==> src/hdl/sdram_access_pkg.sv <==
package sdram_access_pkg;

  // Array geometry
  localparam int BANK_COUNT = 4;
  localparam int BANK_BITS = 2;
  localparam int ROW_BITS = 12;
  localparam int ROWS_PER_BANK = 4096;
  localparam int COL_PORT_BITS = 10;
  localparam int COLS_X4 = 1024;
  localparam int COLS_X8 = 512;
  localparam int COLS_X16 = 256;
  // Organisation built here: the 16-bit wide variant
  localparam logic [9:0] COL_MASK = 10'(COLS_X16 - 1);

  // Commands as {chip select, row strobe, column strobe, write enable}, all active low
  localparam logic [3:0] CMD_LOAD_MODE = 4'h0;
  localparam logic [3:0] CMD_REFRESH = 4'h1;
  localparam logic [3:0] CMD_PRECHARGE = 4'h2;
  localparam logic [3:0] CMD_ACTIVATE = 4'h3;
  localparam logic [3:0] CMD_WRITE = 4'h4;
  localparam logic [3:0] CMD_READ = 4'h5;
  localparam logic [3:0] CMD_TERMINATE = 4'h6;
  localparam logic [3:0] CMD_NOP = 4'h7;

  // Address field positions
  localparam int AUTOPRE_ADDR_BIT = 10;
  localparam int MODE_LEN_LSB = 0;
  localparam int MODE_ORDER_BIT = 3;

  // Burst length codes
  localparam logic [2:0] BURST_LEN_1 = 3'h0;
  localparam logic [2:0] BURST_LEN_2 = 3'h1;
  localparam logic [2:0] BURST_LEN_4 = 3'h2;
  localparam logic [2:0] BURST_LEN_8 = 3'h3;
  localparam logic [2:0] BURST_LEN_PAGE = 3'h7;

  // Values after reset
  localparam logic [2:0] BURST_LEN_RESET = BURST_LEN_1;
  localparam logic ORDER_RESET = 1'b0;
  localparam logic [11:0] ROW_RESET = 12'h000;

  // Timing
  localparam int CLK_MHZ = 25;
  localparam int T_RP_NS = 20;
  localparam int RP_RAW = (T_RP_NS * CLK_MHZ + 999) / 1000;
  localparam logic [3:0] RP_CYCLES = 4'((RP_RAW < 1) ? 1 : RP_RAW);

  // Device operating state
  typedef enum logic [1:0] {
    ST_ACTIVE = 2'b01,
    ST_POWER_DOWN = 2'b10
  } op_state_t;

endpackage : sdram_access_pkg

==> src/hdl/sdram_access_core.sv <==
`timescale 1ns/1ps
// Functional notes
// RULE1: All inputs are sampled on the rising edge of the one system clock.
// RULE2: Four banks of 4096 rows; 1024, 512 or 256 columns by width.
// RULE3: Two-bit bank select picks one of four banks per bank command.
// RULE4: Controller activates a row before reading or writing that bank.
// RULE5: Activate takes bank select as bank and twelve address bits as row.
// RULE6: Read or write takes its address as the first burst column.
// RULE7: Burst walks consecutive columns in programmed order, generated internally.
// RULE8: Burst length programmable 1, 2, 4 or 8, shared by reads and writes.
// RULE9: Full-page setting supported; terminate command stops a running burst.
// RULE10: Auto precharge closes the row once the burst has finished.
// RULE11: A new column address is accepted on every clock cycle.
// RULE12: One bank may precharge while another bank is being accessed.
// RULE13: Auto refresh mode and power-down mode, both controller driven.
// RULE14: On read or write, address bit ten requests auto precharge.
// RULE15: Precharge with bit ten high closes all banks, else the selected one.
// RULE16: Chip select high masks commands; running bursts still complete.
// RULE17: Full-page burst wraps within the row until interrupted.
module sdram_access_core
  import sdram_access_pkg::*;
(
  // Clock and reset
  input wire logic clk_sys,
  input wire logic rst,
  // Command pins from the controller
  input wire logic cke,
  input wire logic cs_n,
  input wire logic ras_n,
  input wire logic cas_n,
  input wire logic we_n,
  input wire logic [BANK_BITS-1:0] ba,
  input wire logic [ROW_BITS-1:0] addr,
  // Array access beats
  output logic arr_valid,
  output logic arr_write,
  output logic [BANK_BITS-1:0] arr_bank,
  output logic [ROW_BITS-1:0] arr_row,
  output logic [COL_PORT_BITS-1:0] arr_col,
  // Bank and device status
  output logic [BANK_COUNT-1:0] bank_open,
  output logic [BANK_COUNT-1:0] bank_precharging,
  output logic burst_busy,
  output logic refresh_pulse,
  output logic [ROW_BITS-1:0] refresh_row,
  output logic power_down
);

  // Registered pins; the interface is synchronous so one stage suffices
  logic [3:0] cmd_q;
  logic cke_q;
  logic [BANK_BITS-1:0] ba_q;
  logic [ROW_BITS-1:0] addr_q;

  always_ff @(posedge clk_sys or posedge rst) begin // [RULE1]
    if (rst) begin
      cmd_q <= CMD_NOP | 4'h8;
      cke_q <= 1'b0;
      ba_q <= 2'h0;
      addr_q <= 12'h000;
    end else begin
      cmd_q <= {cs_n, ras_n, cas_n, we_n};
      cke_q <= cke;
      ba_q <= ba;
      addr_q <= addr;
    end
  end

  op_state_t state;
  op_state_t next_state;
  logic [2:0] burst_len;
  logic burst_order;

  // Command decode; every valid code has chip select low, so high masks all
  wire cmd_ok = (state == ST_ACTIVE) && cke_q;
  wire is_act = cmd_ok && (cmd_q == CMD_ACTIVATE); // [RULE16]
  wire is_rd = cmd_ok && (cmd_q == CMD_READ);
  wire is_wr = cmd_ok && (cmd_q == CMD_WRITE);
  wire is_pre = cmd_ok && (cmd_q == CMD_PRECHARGE);
  wire is_bst = cmd_ok && (cmd_q == CMD_TERMINATE);
  wire is_ref = cmd_ok && (cmd_q == CMD_REFRESH);
  wire is_lmr = cmd_ok && (cmd_q == CMD_LOAD_MODE);
  wire pre_all = addr_q[AUTOPRE_ADDR_BIT]; // [RULE15]

  // Burst engine state
  logic burst_on;
  logic burst_wr;
  logic burst_ap;
  logic [BANK_BITS-1:0] burst_bank;
  logic [COL_PORT_BITS-1:0] burst_base;
  logic [COL_PORT_BITS-1:0] beat_cnt;
  logic ap_pend;
  logic [BANK_BITS-1:0] ap_bank;
  logic [ROW_BITS-1:0] open_row [BANK_COUNT];

  // Length mask selects the wrap boundary inside the row
  wire full_page = (burst_len == BURST_LEN_PAGE); // [RULE9]
  wire [9:0] len_mask = (burst_len == BURST_LEN_2) ? 10'h001 : // [RULE8]
                        (burst_len == BURST_LEN_4) ? 10'h003 :
                        (burst_len == BURST_LEN_8) ? 10'h007 :
                        full_page ? COL_MASK : 10'h000; // [RULE17]

  // New access replaces any running burst, so a column is taken every cycle
  wire start = is_rd || is_wr; // [RULE11]
  wire stop = is_bst || (is_pre && (pre_all || (ba_q == burst_bank))); // [RULE9]
  wire issue = start || (burst_on && !stop);
  wire [9:0] cur_base = start ? (addr_q[9:0] & COL_MASK) : burst_base; // [RULE6] [RULE14]
  wire [9:0] cur_cnt = start ? 10'h000 : beat_cnt;
  wire [BANK_BITS-1:0] cur_bank = start ? ba_q : burst_bank;
  wire cur_wr = start ? is_wr : burst_wr;
  wire cur_ap = start ? (addr_q[AUTOPRE_ADDR_BIT] && !full_page) : burst_ap; // [RULE14]
  wire use_xor = burst_order && !full_page;
  wire [9:0] low_seq = (cur_base + cur_cnt) & len_mask;
  wire [9:0] low_xor = (cur_base ^ cur_cnt) & len_mask;
  wire [9:0] beat_col = (cur_base & ~len_mask) | (use_xor ? low_xor : low_seq); // [RULE7]
  wire last = !full_page && ((cur_cnt & len_mask) == len_mask);
  wire [9:0] next_cnt = cur_cnt + 10'h001;

  // Mode setting from the load-mode command
  always_ff @(posedge clk_sys or posedge rst) begin
    if (rst) begin
      burst_len <= BURST_LEN_RESET;
      burst_order <= ORDER_RESET;
    end else if (is_lmr) begin
      burst_len <= addr_q[MODE_LEN_LSB +: 3]; // [RULE8]
      burst_order <= addr_q[MODE_ORDER_BIT];
    end
  end

  // Burst progress; chip select does not stop it
  always_ff @(posedge clk_sys or posedge rst) begin // [RULE16]
    if (rst) begin
      burst_on <= 1'b0;
      burst_wr <= 1'b0;
      burst_ap <= 1'b0;
      burst_bank <= 2'h0;
      burst_base <= 10'h000;
      beat_cnt <= 10'h000;
    end else begin
      burst_on <= issue && !last; // [RULE7]
      if (issue) begin
        burst_wr <= cur_wr;
        burst_ap <= cur_ap;
        burst_bank <= cur_bank;
        burst_base <= cur_base;
        beat_cnt <= next_cnt & (full_page ? COL_MASK : 10'h3FF); // [RULE17]
      end
    end
  end

  // Auto precharge starts the cycle after the final beat
  always_ff @(posedge clk_sys or posedge rst) begin
    if (rst) begin
      ap_pend <= 1'b0;
      ap_bank <= 2'h0;
    end else begin
      ap_pend <= issue && last && cur_ap; // [RULE10]
      ap_bank <= cur_bank;
    end
  end

  // Per-bank row state; banks are independent so precharge overlaps access
  logic [3:0] rp_cnt [BANK_COUNT];
  for (genvar b = 0; b < BANK_COUNT; b++) begin : g_bank // [RULE2] [RULE3] [RULE12]
    wire act_b = is_act && (ba_q == 2'(b)); // [RULE5]
    wire pre_b = is_pre && (pre_all || (ba_q == 2'(b))); // [RULE15]
    wire ap_b = ap_pend && (ap_bank == 2'(b)); // [RULE10]
    always_ff @(posedge clk_sys or posedge rst) begin
      if (rst) begin
        bank_open[b] <= 1'b0;
        bank_precharging[b] <= 1'b0;
        rp_cnt[b] <= 4'h0;
        open_row[b] <= ROW_RESET;
      end else if (pre_b || ap_b) begin
        bank_open[b] <= 1'b0;
        bank_precharging[b] <= 1'b1;
        rp_cnt[b] <= RP_CYCLES;
      end else if (act_b) begin
        bank_open[b] <= 1'b1;
        open_row[b] <= addr_q; // [RULE5]
      end else if (rp_cnt[b] != 4'h0) begin
        rp_cnt[b] <= rp_cnt[b] - 4'h1;
        bank_precharging[b] <= (rp_cnt[b] != 4'h1);
      end
    end
  end

  // Beat outputs toward the cell array
  always_ff @(posedge clk_sys or posedge rst) begin
    if (rst) begin
      arr_valid <= 1'b0;
      arr_write <= 1'b0;
      arr_bank <= 2'h0;
      arr_row <= 12'h000;
      arr_col <= 10'h000;
      burst_busy <= 1'b0;
    end else begin
      arr_valid <= issue;
      arr_write <= cur_wr;
      arr_bank <= cur_bank;
      arr_row <= open_row[cur_bank];
      arr_col <= beat_col; // [RULE7]
      burst_busy <= issue && !last;
    end
  end

  // Refresh walks rows with an internal counter, so no address is needed
  always_ff @(posedge clk_sys or posedge rst) begin
    if (rst) begin
      refresh_pulse <= 1'b0;
      refresh_row <= 12'h000;
    end else begin
      refresh_pulse <= is_ref; // [RULE13]
      if (is_ref) begin
        refresh_row <= refresh_row + 12'h001;
      end
    end
  end

  // Power-down only when idle; a low enable mid-burst is not handled here
  always_comb begin
    next_state = state;
    case (state)
      ST_ACTIVE: begin
        if (!cke_q && !burst_on) begin
          next_state = ST_POWER_DOWN; // [RULE13]
        end
      end
      ST_POWER_DOWN: begin
        if (cke_q) begin
          next_state = ST_ACTIVE;
        end
      end
      default: next_state = ST_ACTIVE;
    endcase
  end

  always_ff @(posedge clk_sys or posedge rst) begin
    if (rst) begin
      state <= ST_ACTIVE;
      power_down <= 1'b0;
    end else begin
      state <= next_state;
      power_down <= (next_state == ST_POWER_DOWN);
    end
  end

endmodule : sdram_access_core

==> config.mk <==
export PLATFORM = sky130hd
export DESIGN_NAME = sdram_access_core
export DESIGN_NICKNAME = d
export VERILOG_FILES = /design/src/hdl/sdram_access_pkg.sv /design/src/hdl/sdram_access_core.sv
export SDC_FILE = /design/constraint.sdc
export NUM_CORES = 1
export LEC_CHECK = 0
export BUFFER_PORTS_ARGS = -buffer_cell sky130_fd_sc_hd__buf_2
export CAP_MARGIN = 10
export CORE_AREA = 5 5 100 139
export DETAILED_ROUTE_END_ITERATION = 8
export DIE_AREA = 0 0 105 144
export HOLD_SLACK_MARGIN = 0.1
export PLACE_DENSITY_LB_ADDON = 0.25
export SLEW_MARGIN = 10
export SYNTH_ARGS = -nofsm -noshare
export SYNTH_HDL_FRONTEND = slang
export SYNTH_SLANG_ARGS = --single-unit
==> constraint.sdc <==
create_clock -name clk_sys -period 6.05 [get_ports clk_sys]
set_input_delay 0.3025 -clock clk_sys [delete_from_list [all_inputs] [get_ports clk_sys]]
set_output_delay 0.3025 -clock clk_sys [all_outputs]
set_load 0.05 [all_outputs]
==> qor.csv, run 1 <==
metric;value;unit
clkLatencyLatePin;0.41;ns
die_area;0.01512;mm2
drc;0;
ctsResizeCount;0;
overflow;0;
cts_buffers;17;
routabilityCongestion;0.8914;
dr.pass1.iters;4;
layout-drive-gt1-share;23.92;%
status;completed;
r2r_start;state[1]$_DFF_PP0_;
final_common_cell;dfrtp_1;
yosysTopAreaCell;dfrtp_1;
cts_sinks;161;
p_int;2.480;mW
p_leak;4.284;nW
slew_headroom;19.21;%
netlist_top_cells_area;dfrtp_1 (54%), mux2_2 (8.8%), nand2_1 (3.9%);
fin_setup_tns;0;ns
p_seq_share;39.4;%
yosys_warnings;0;
rows;49;
routed_wl;15010;um
worstSetupPathType;register to register;
total_power;3.922;mW
worst_slew_pin_slew;1.212;ns
crit_arrival;3.92;ns
hp-class;register to register;
ys_seq_area_share;56.05;%
fin_skew;0.009933;ns
core_area;0.01263;mm2
path_max_fanout;22;
yosys.cell_types.count;53;
netlist_instances;632;
final-seq-area;0.004035;mm2
rsz0062_at_grt;false;
viasPerCell;5.534;
p_sw;1.442;mW
ant_nets;0;
grt_usage;21.10;%
h-tree-depth;4;
fill_cells;928;
end_kind;register;
p_clk_share;28.3;%
tritoncts;built;
clk_pin_slew_worst_paths;0.06;ns
syn_area;0.007199;mm2
comb_power_share;32.3;%
post-cts-setup-buffers;0;
syn_to_final_growth;18.18;%
fin_crit;3.634;ns
synth_async_sr_flop_share;100.0;%
vdd_drop_max;0.0002360;V
grt_pass1_vias;5260;
clock-root-buffer;clkbuf_16;
die_w;105;um
switching_share;36.77;%
multi_input_area;0.002997;mm2
syn_area_per_cell;11.39;um2
ys_seq_elements;161;
synth_ff_type;dfrtp_1;
grt_max_degree;98;
clk_path_buf_depth;2;
worstPathRequired;6.34;ns
max_freq;275.2;MHz
io_pins;70;
setup_viol;0;
startpoint;state[1]$_DFF_PP0_;
synth_top_area_share;54.22;%
min_period_over_period;60.06;%
layout_common_cells;dfrtp_1 (156), nand2_1 (74), buf_2 (69);
syn_nets;675;
port-buffer-count;69;
r2r_slack;2.42;ns
start_util;57.00;%
hpwl;10110;um
vias;4942;
hold_viol;0;
power_density;460.9;mW/mm2
post_drt_wl_per_cell;16.81;um
cap_viol_max_count;0;
grt_first_pass_wirelength;25520;um
die_h;144;um
antenna_found_initial;0;
nets;770;
critPathLaunchType;register;
hold_start;burst_wr$_DFFE_PP0P_;
drt-initial-drc-count;265;
num_antenna_cells;0;
slew_viol_final;0;
synth_enable_flop_cells;0;
==> power by group through the flow <==
stage	Combinational (mW)	Clock, mW	Sequential [mW]
final	1.27	1.11	1.55
after global routing	1.40	1.18	1.58
after detailed placement	1.26	0	1.56
after global placement	1.21	0	1.54
after CTS	1.28	1.13	1.55
after floorplan	0.681	0	1.83
==> stage by stage <==
step	util (%)	setup slack (ns)	cell area [um2]	hold WS [ns]	cells
finish	67.37	2.416	8508	0.4794	893
global route	67.37	2.129	8508	0.4985	893
CTS	67.37	2.426	8508	0.4772	893
detailed placement	60.86	2.430	7686	0.4086	841
global placement	60.86	2.595	7686	0.4078	841
floorplan	-	1.408	7199	0.3070	632
==> worst max-delay path: stages (launching register included) <==
cell     delay [ns]
dfrtp_1        0.39
inv_1          0.06
ha_1           0.24
and3b_1        0.25
nand2_1        0.34
buf_4          0.32
nand2_1        0.10
nand2_1        0.09
ha_1           0.20
ha_1           0.22
nand2_1        0.08
o31ai_1        0.26
o22ai_2        0.17
or4_4          0.50
nand3_2        0.09
xnor2_1        0.11
mux2i_1        0.09
==> cell families after synthesis <==
| logic type | synth area share, % |
|---|---|
| DFF | 56.05 |
| adders and majority gates | 3.823 |
| buffers and inverters | 2.329 |
| xor gates and xnor gates | 5.109 |
| and+or+nand+nor | 13.26 |
| muxes | 10.98 |
| AOI/OAI and AO/OA | 8.446 |
==> cells in the mapped netlist (16+ instances only) <==
| cell type | count |
|---|---|
| dfrtp_1 | 156 |
| nand2_1 | 74 |
| mux2_2 | 56 |
| nor2_1 | 50 |
| a21oi_1 | 32 |
| xnor2_1 | 25 |
| and2_1 | 22 |
| ha_1 | 22 |
| inv_1 | 22 |
| o21ai_0 | 19 |
| xor2_1 | 17 |
| mux2i_1 | 16 |
| nand3_1 | 16 |
==> flip-flops by register name, summed over array words and instances (netlist names), 2 cells and up <==
signal	flops
cmd_q	4
bank_precharging	4
arr_col	10
bank_open	4
ba_q	2
addr_q	12
rp_cnt	16
burst_len	3
open_row	48
arr_bank	2
refresh_row	12
state	2
arr_row	12
burst_base	10
beat_cnt	8
burst_bank	2
==> path summary, 6_finish.rpt <==
kind                       cells past startpoint              endpoint
setup / recovery                              16  arr_col[6]$_DFF_PP0_
max in group asynchronous                      4  arr_col[6]$_DFF_PP0_
hold / removal                                 2  burst_wr$_DFFE_PP0P_
min in group asynchronous                      3  arr_row[6]$_DFF_PP0_
hold reg to reg                                2  burst_wr$_DFFE_PP0P_
setup reg to reg                              16  arr_col[6]$_DFF_PP0_
==> layer usage <==
metal | global-route usage (%) | share of wire (%)
met2 | 37.46 | 53
met3 | 4.511 | 3.6
met5 | 0 | 0
met4 | 7.744 | 1.9
met1 | 25.35 | 41
==> area by class of cell <==
cell class | instances | share of cell area, %
multi-input cells | 432 | 35.22
repair buffers | 93 | 6.765
clock buffers | 20 | 5.485
well taps | 153 | 2.250
inverters | 22 | 1.029
flip-flops and latches | 161 | 47.43
clock inverters | 12 | 1.824
==> what timing repair did <==
item | CTS | global route
endpoints found under the hold margin | 56 | 0
hold buffers | 20 | 0
setup endpoints to repair | 0 | 0
Note: power is estimated with default switching activity, not from simulation.
==> run 2, diff against run 1 <==
clock period = 3.4 ns   (was 6.05 ns; I/O delays follow)
==> run 2 against run 1 <==
Cell count is 1.1% higher. Clock power is 70% higher. Clock-buffer cell count is 1 higher. Global-route usage is 0.17 points higher. Hold slack worse by 0.090 ns. Register-to-register slack worse by 2.2 ns. Via count is 2.7% higher. Critical path type unchanged. Largest cell class unchanged.
==> qor.csv, run 2 (synthesis results as in run 1) <==
metric;value;unit;change
viasPerCell;5.620;;+1.6%
r2r_slack;0.19;ns;-2.22 ns
fin_crit;3.206;ns;-0.4271 ns
hpwl;10400;um;+2.9%
ctsResizeCount;0;;unchanged
antenna_found_initial;0;;unchanged
worstSetupPathType;register to register;;
worst_slew_pin_slew;0.7442;ns;-0.4677 ns
placed_area;0.007775;mm2;+1.2%
clk_pin_slew_worst_paths;0.07;ns;about the same
crit_chain;ha_1 -> and3b_1 -> nand2_1 -> buf_4 -> and2_1 -> ha_1 -> or3_1 -> o21ai_0 -> xnor2_1 -> a21oi_1 -> o22a_1;;
slew_viol_final;0;;unchanged
status;completed;;
fin_setup_tns;0;ns;unchanged
ant_nets;0;;unchanged
io_pins;70;;unchanged
crit_top_cell;ha_1;;
hp-class;primary input to register;;
cpPeakStageDelay;0.55;ns;+0.05 ns
rows;49;;unchanged
h-tree-depth;4;;unchanged
post_drt_wl_per_cell;16.87;um;+0.36%
die_area;0.01512;mm2;unchanged
drc;0;;unchanged
max_freq;311.9;MHz;+13%
cap_viol_max_count;0;;unchanged
crit_slowest_cell;dfstp_2;;
placedCellCount;851;;+1.2%
reg_top3;open_row: 48 flops, rp_cnt: 16 flops;;
port-buffer-count;69;;unchanged
hold_viol;0;;unchanged
grt_first_pass_wirelength;26100;um;+2.3%
die_w;105;um;unchanged
slew_headroom;50.28;%;+31 points
layout-drive-gt1-share;24.80;%;+0.88 points
power_density;807.5;mW/mm2;+75%
p_leak;4.303;nW;+0.45%
path_max_fanout;22;;unchanged
syn_to_final_growth;18.98;%;
largest_register_ff_count;48;;unchanged
startpoint;state[0]$_DFF_PP1_;;
clkLatencyLatePin;0.42;ns;about the same
grt_max_degree;99;;+1.0%
final_cell_count_no_fill;903;;+1.1%
clock-root-buffer;clkbuf_16;;
r2r_start;state[0]$_DFF_PP1_;;
dr.pass1.iters;5;;+1
cts_sinks;161;;unchanged
setup.worst_path.end;arr_col[5]$_DFF_PP0_;;
final_common_cell;dfrtp_1;;
regMostFlops;open_row;;
post-cts-setup-buffers;0;;unchanged
vdd_drop_max;0.0004347;V;+84%
worstPathRequired;3.70;ns;-2.64 ns
core_area;0.01263;mm2;unchanged
clk_path_buf_depth;2;;unchanged
cts_buffers;17;;unchanged
min_period_over_period;94.31;%;+34 points
r2r_end;arr_col[5]$_DFF_PP0_;;
num_antenna_cells;0;;unchanged
rsz0062_at_grt;false;;
grt_pass1_vias;5469;;+4.0%
worst_slack;0.1935;ns;-2.223 ns
critPathLaunchType;register;;
routed_wl;15240;um;+1.5%
end_kind;register;;
drt-initial-drc-count;230;;-13%
overflow;0;;unchanged
crit_arrival;3.51;ns;-0.41 ns
fin_area;0.008566;mm2;+0.68%
hold_ws;0.3889;ns;-0.09047 ns
nets;780;;+1.3%
die_h;144;um;unchanged
tritoncts;built;;
layout_common_cells;dfrtp_1 (156), nand2_1 (74), buf_2 (69);;
setup_viol;0;;unchanged
place_ws;0.2387;ns;-2.191 ns
start_util;57.00;%;unchanged
vias;5075;;+2.7%
fin_skew;0.009287;ns;-0.0006458 ns
grt_usage;21.26;%;+0.17 points
rr_worst_depth;11;;-5
routabilityCongestion;0.9338;;+4.8%
[run 2: cell type report]
cell class                      instances  area, um2
Tap cell                              153      191.4
Clock inverter                         11      130.1
Sequential cell                       161       4035
Fill cell                             932       4064
Clock buffer                           21      460.4
Inverter                               22      86.33
Multi-Input combinational cell        432       2999
Timing Repair Buffer                  103      663.1
[run 2: critical path, delay by kind of cell (launching register included)]
kind	cells	cell delay (ns)
AND/OR/NAND/NOR	4	1.07
AO/OA/AOI/OAI	3	0.57
flip-flops	1	0.55
adder cells (fa/ha/maj)	2	0.51
buffers and inverters	1	0.24
XOR/XNOR	1	0.16
[run 2: what timing repair did]
action,CTS,global route
hold buffers,20,0
endpoints found under the hold margin,51,0
setup endpoints to repair,0,0
[run 2: power breakdown]
group / switching, mW / internal [mW] / leakage [nW] / total (mW)
clock: 0.764 / 1.13 / 0.277 / 1.89
combinational: 1.47 / 0.798 / 1.96 / 2.27
sequential: 0.346 / 2.41 / 2.07 / 2.75
total: 2.58 / 4.33 / 4.30 / 6.92
[run 2: stage by stage]
step                      utilization [%]  total power [mW]
after floorplan                         -             4.476
after global placement              61.56             4.913
after detailed placement            61.56             5.036
after CTS                           67.82             6.969
after global routing                67.82             7.326
final                               67.82             6.917
[run 2: worst min path at each step]
| stage | start | to | slack, ns | cells past startpoint |
|---|---|---|---|---|
| detailed placement | we_n | cmd_q[0]$_DFF_PP1_ | 0.28 | 1 |
| global placement | we_n | cmd_q[0]$_DFF_PP1_ | 0.28 | 1 |
| global route | addr[5] | addr_q[5]$_DFF_PP0_ | 0.39 | 2 |
| CTS | addr[7] | addr_q[7]$_DFF_PP0_ | 0.37 | 2 |
| floorplan | we_n | cmd_q[0]$_DFF_PP1_ | 0.17 | 0 |
| finish | addr[7] | addr_q[7]$_DFF_PP0_ | 0.39 | 2 |
[run 2: routing by layer]
metal	wire [um]	vias to the layer above	share of wire, %	global-route usage, %
li1	-	2375	-	-
met1	6362	2560	42	25.22
met2	8064	111	53	37.99
met3	482	29	3.2	3.171
met4	327	0	2.1	10.10
met5	0	-	0	0
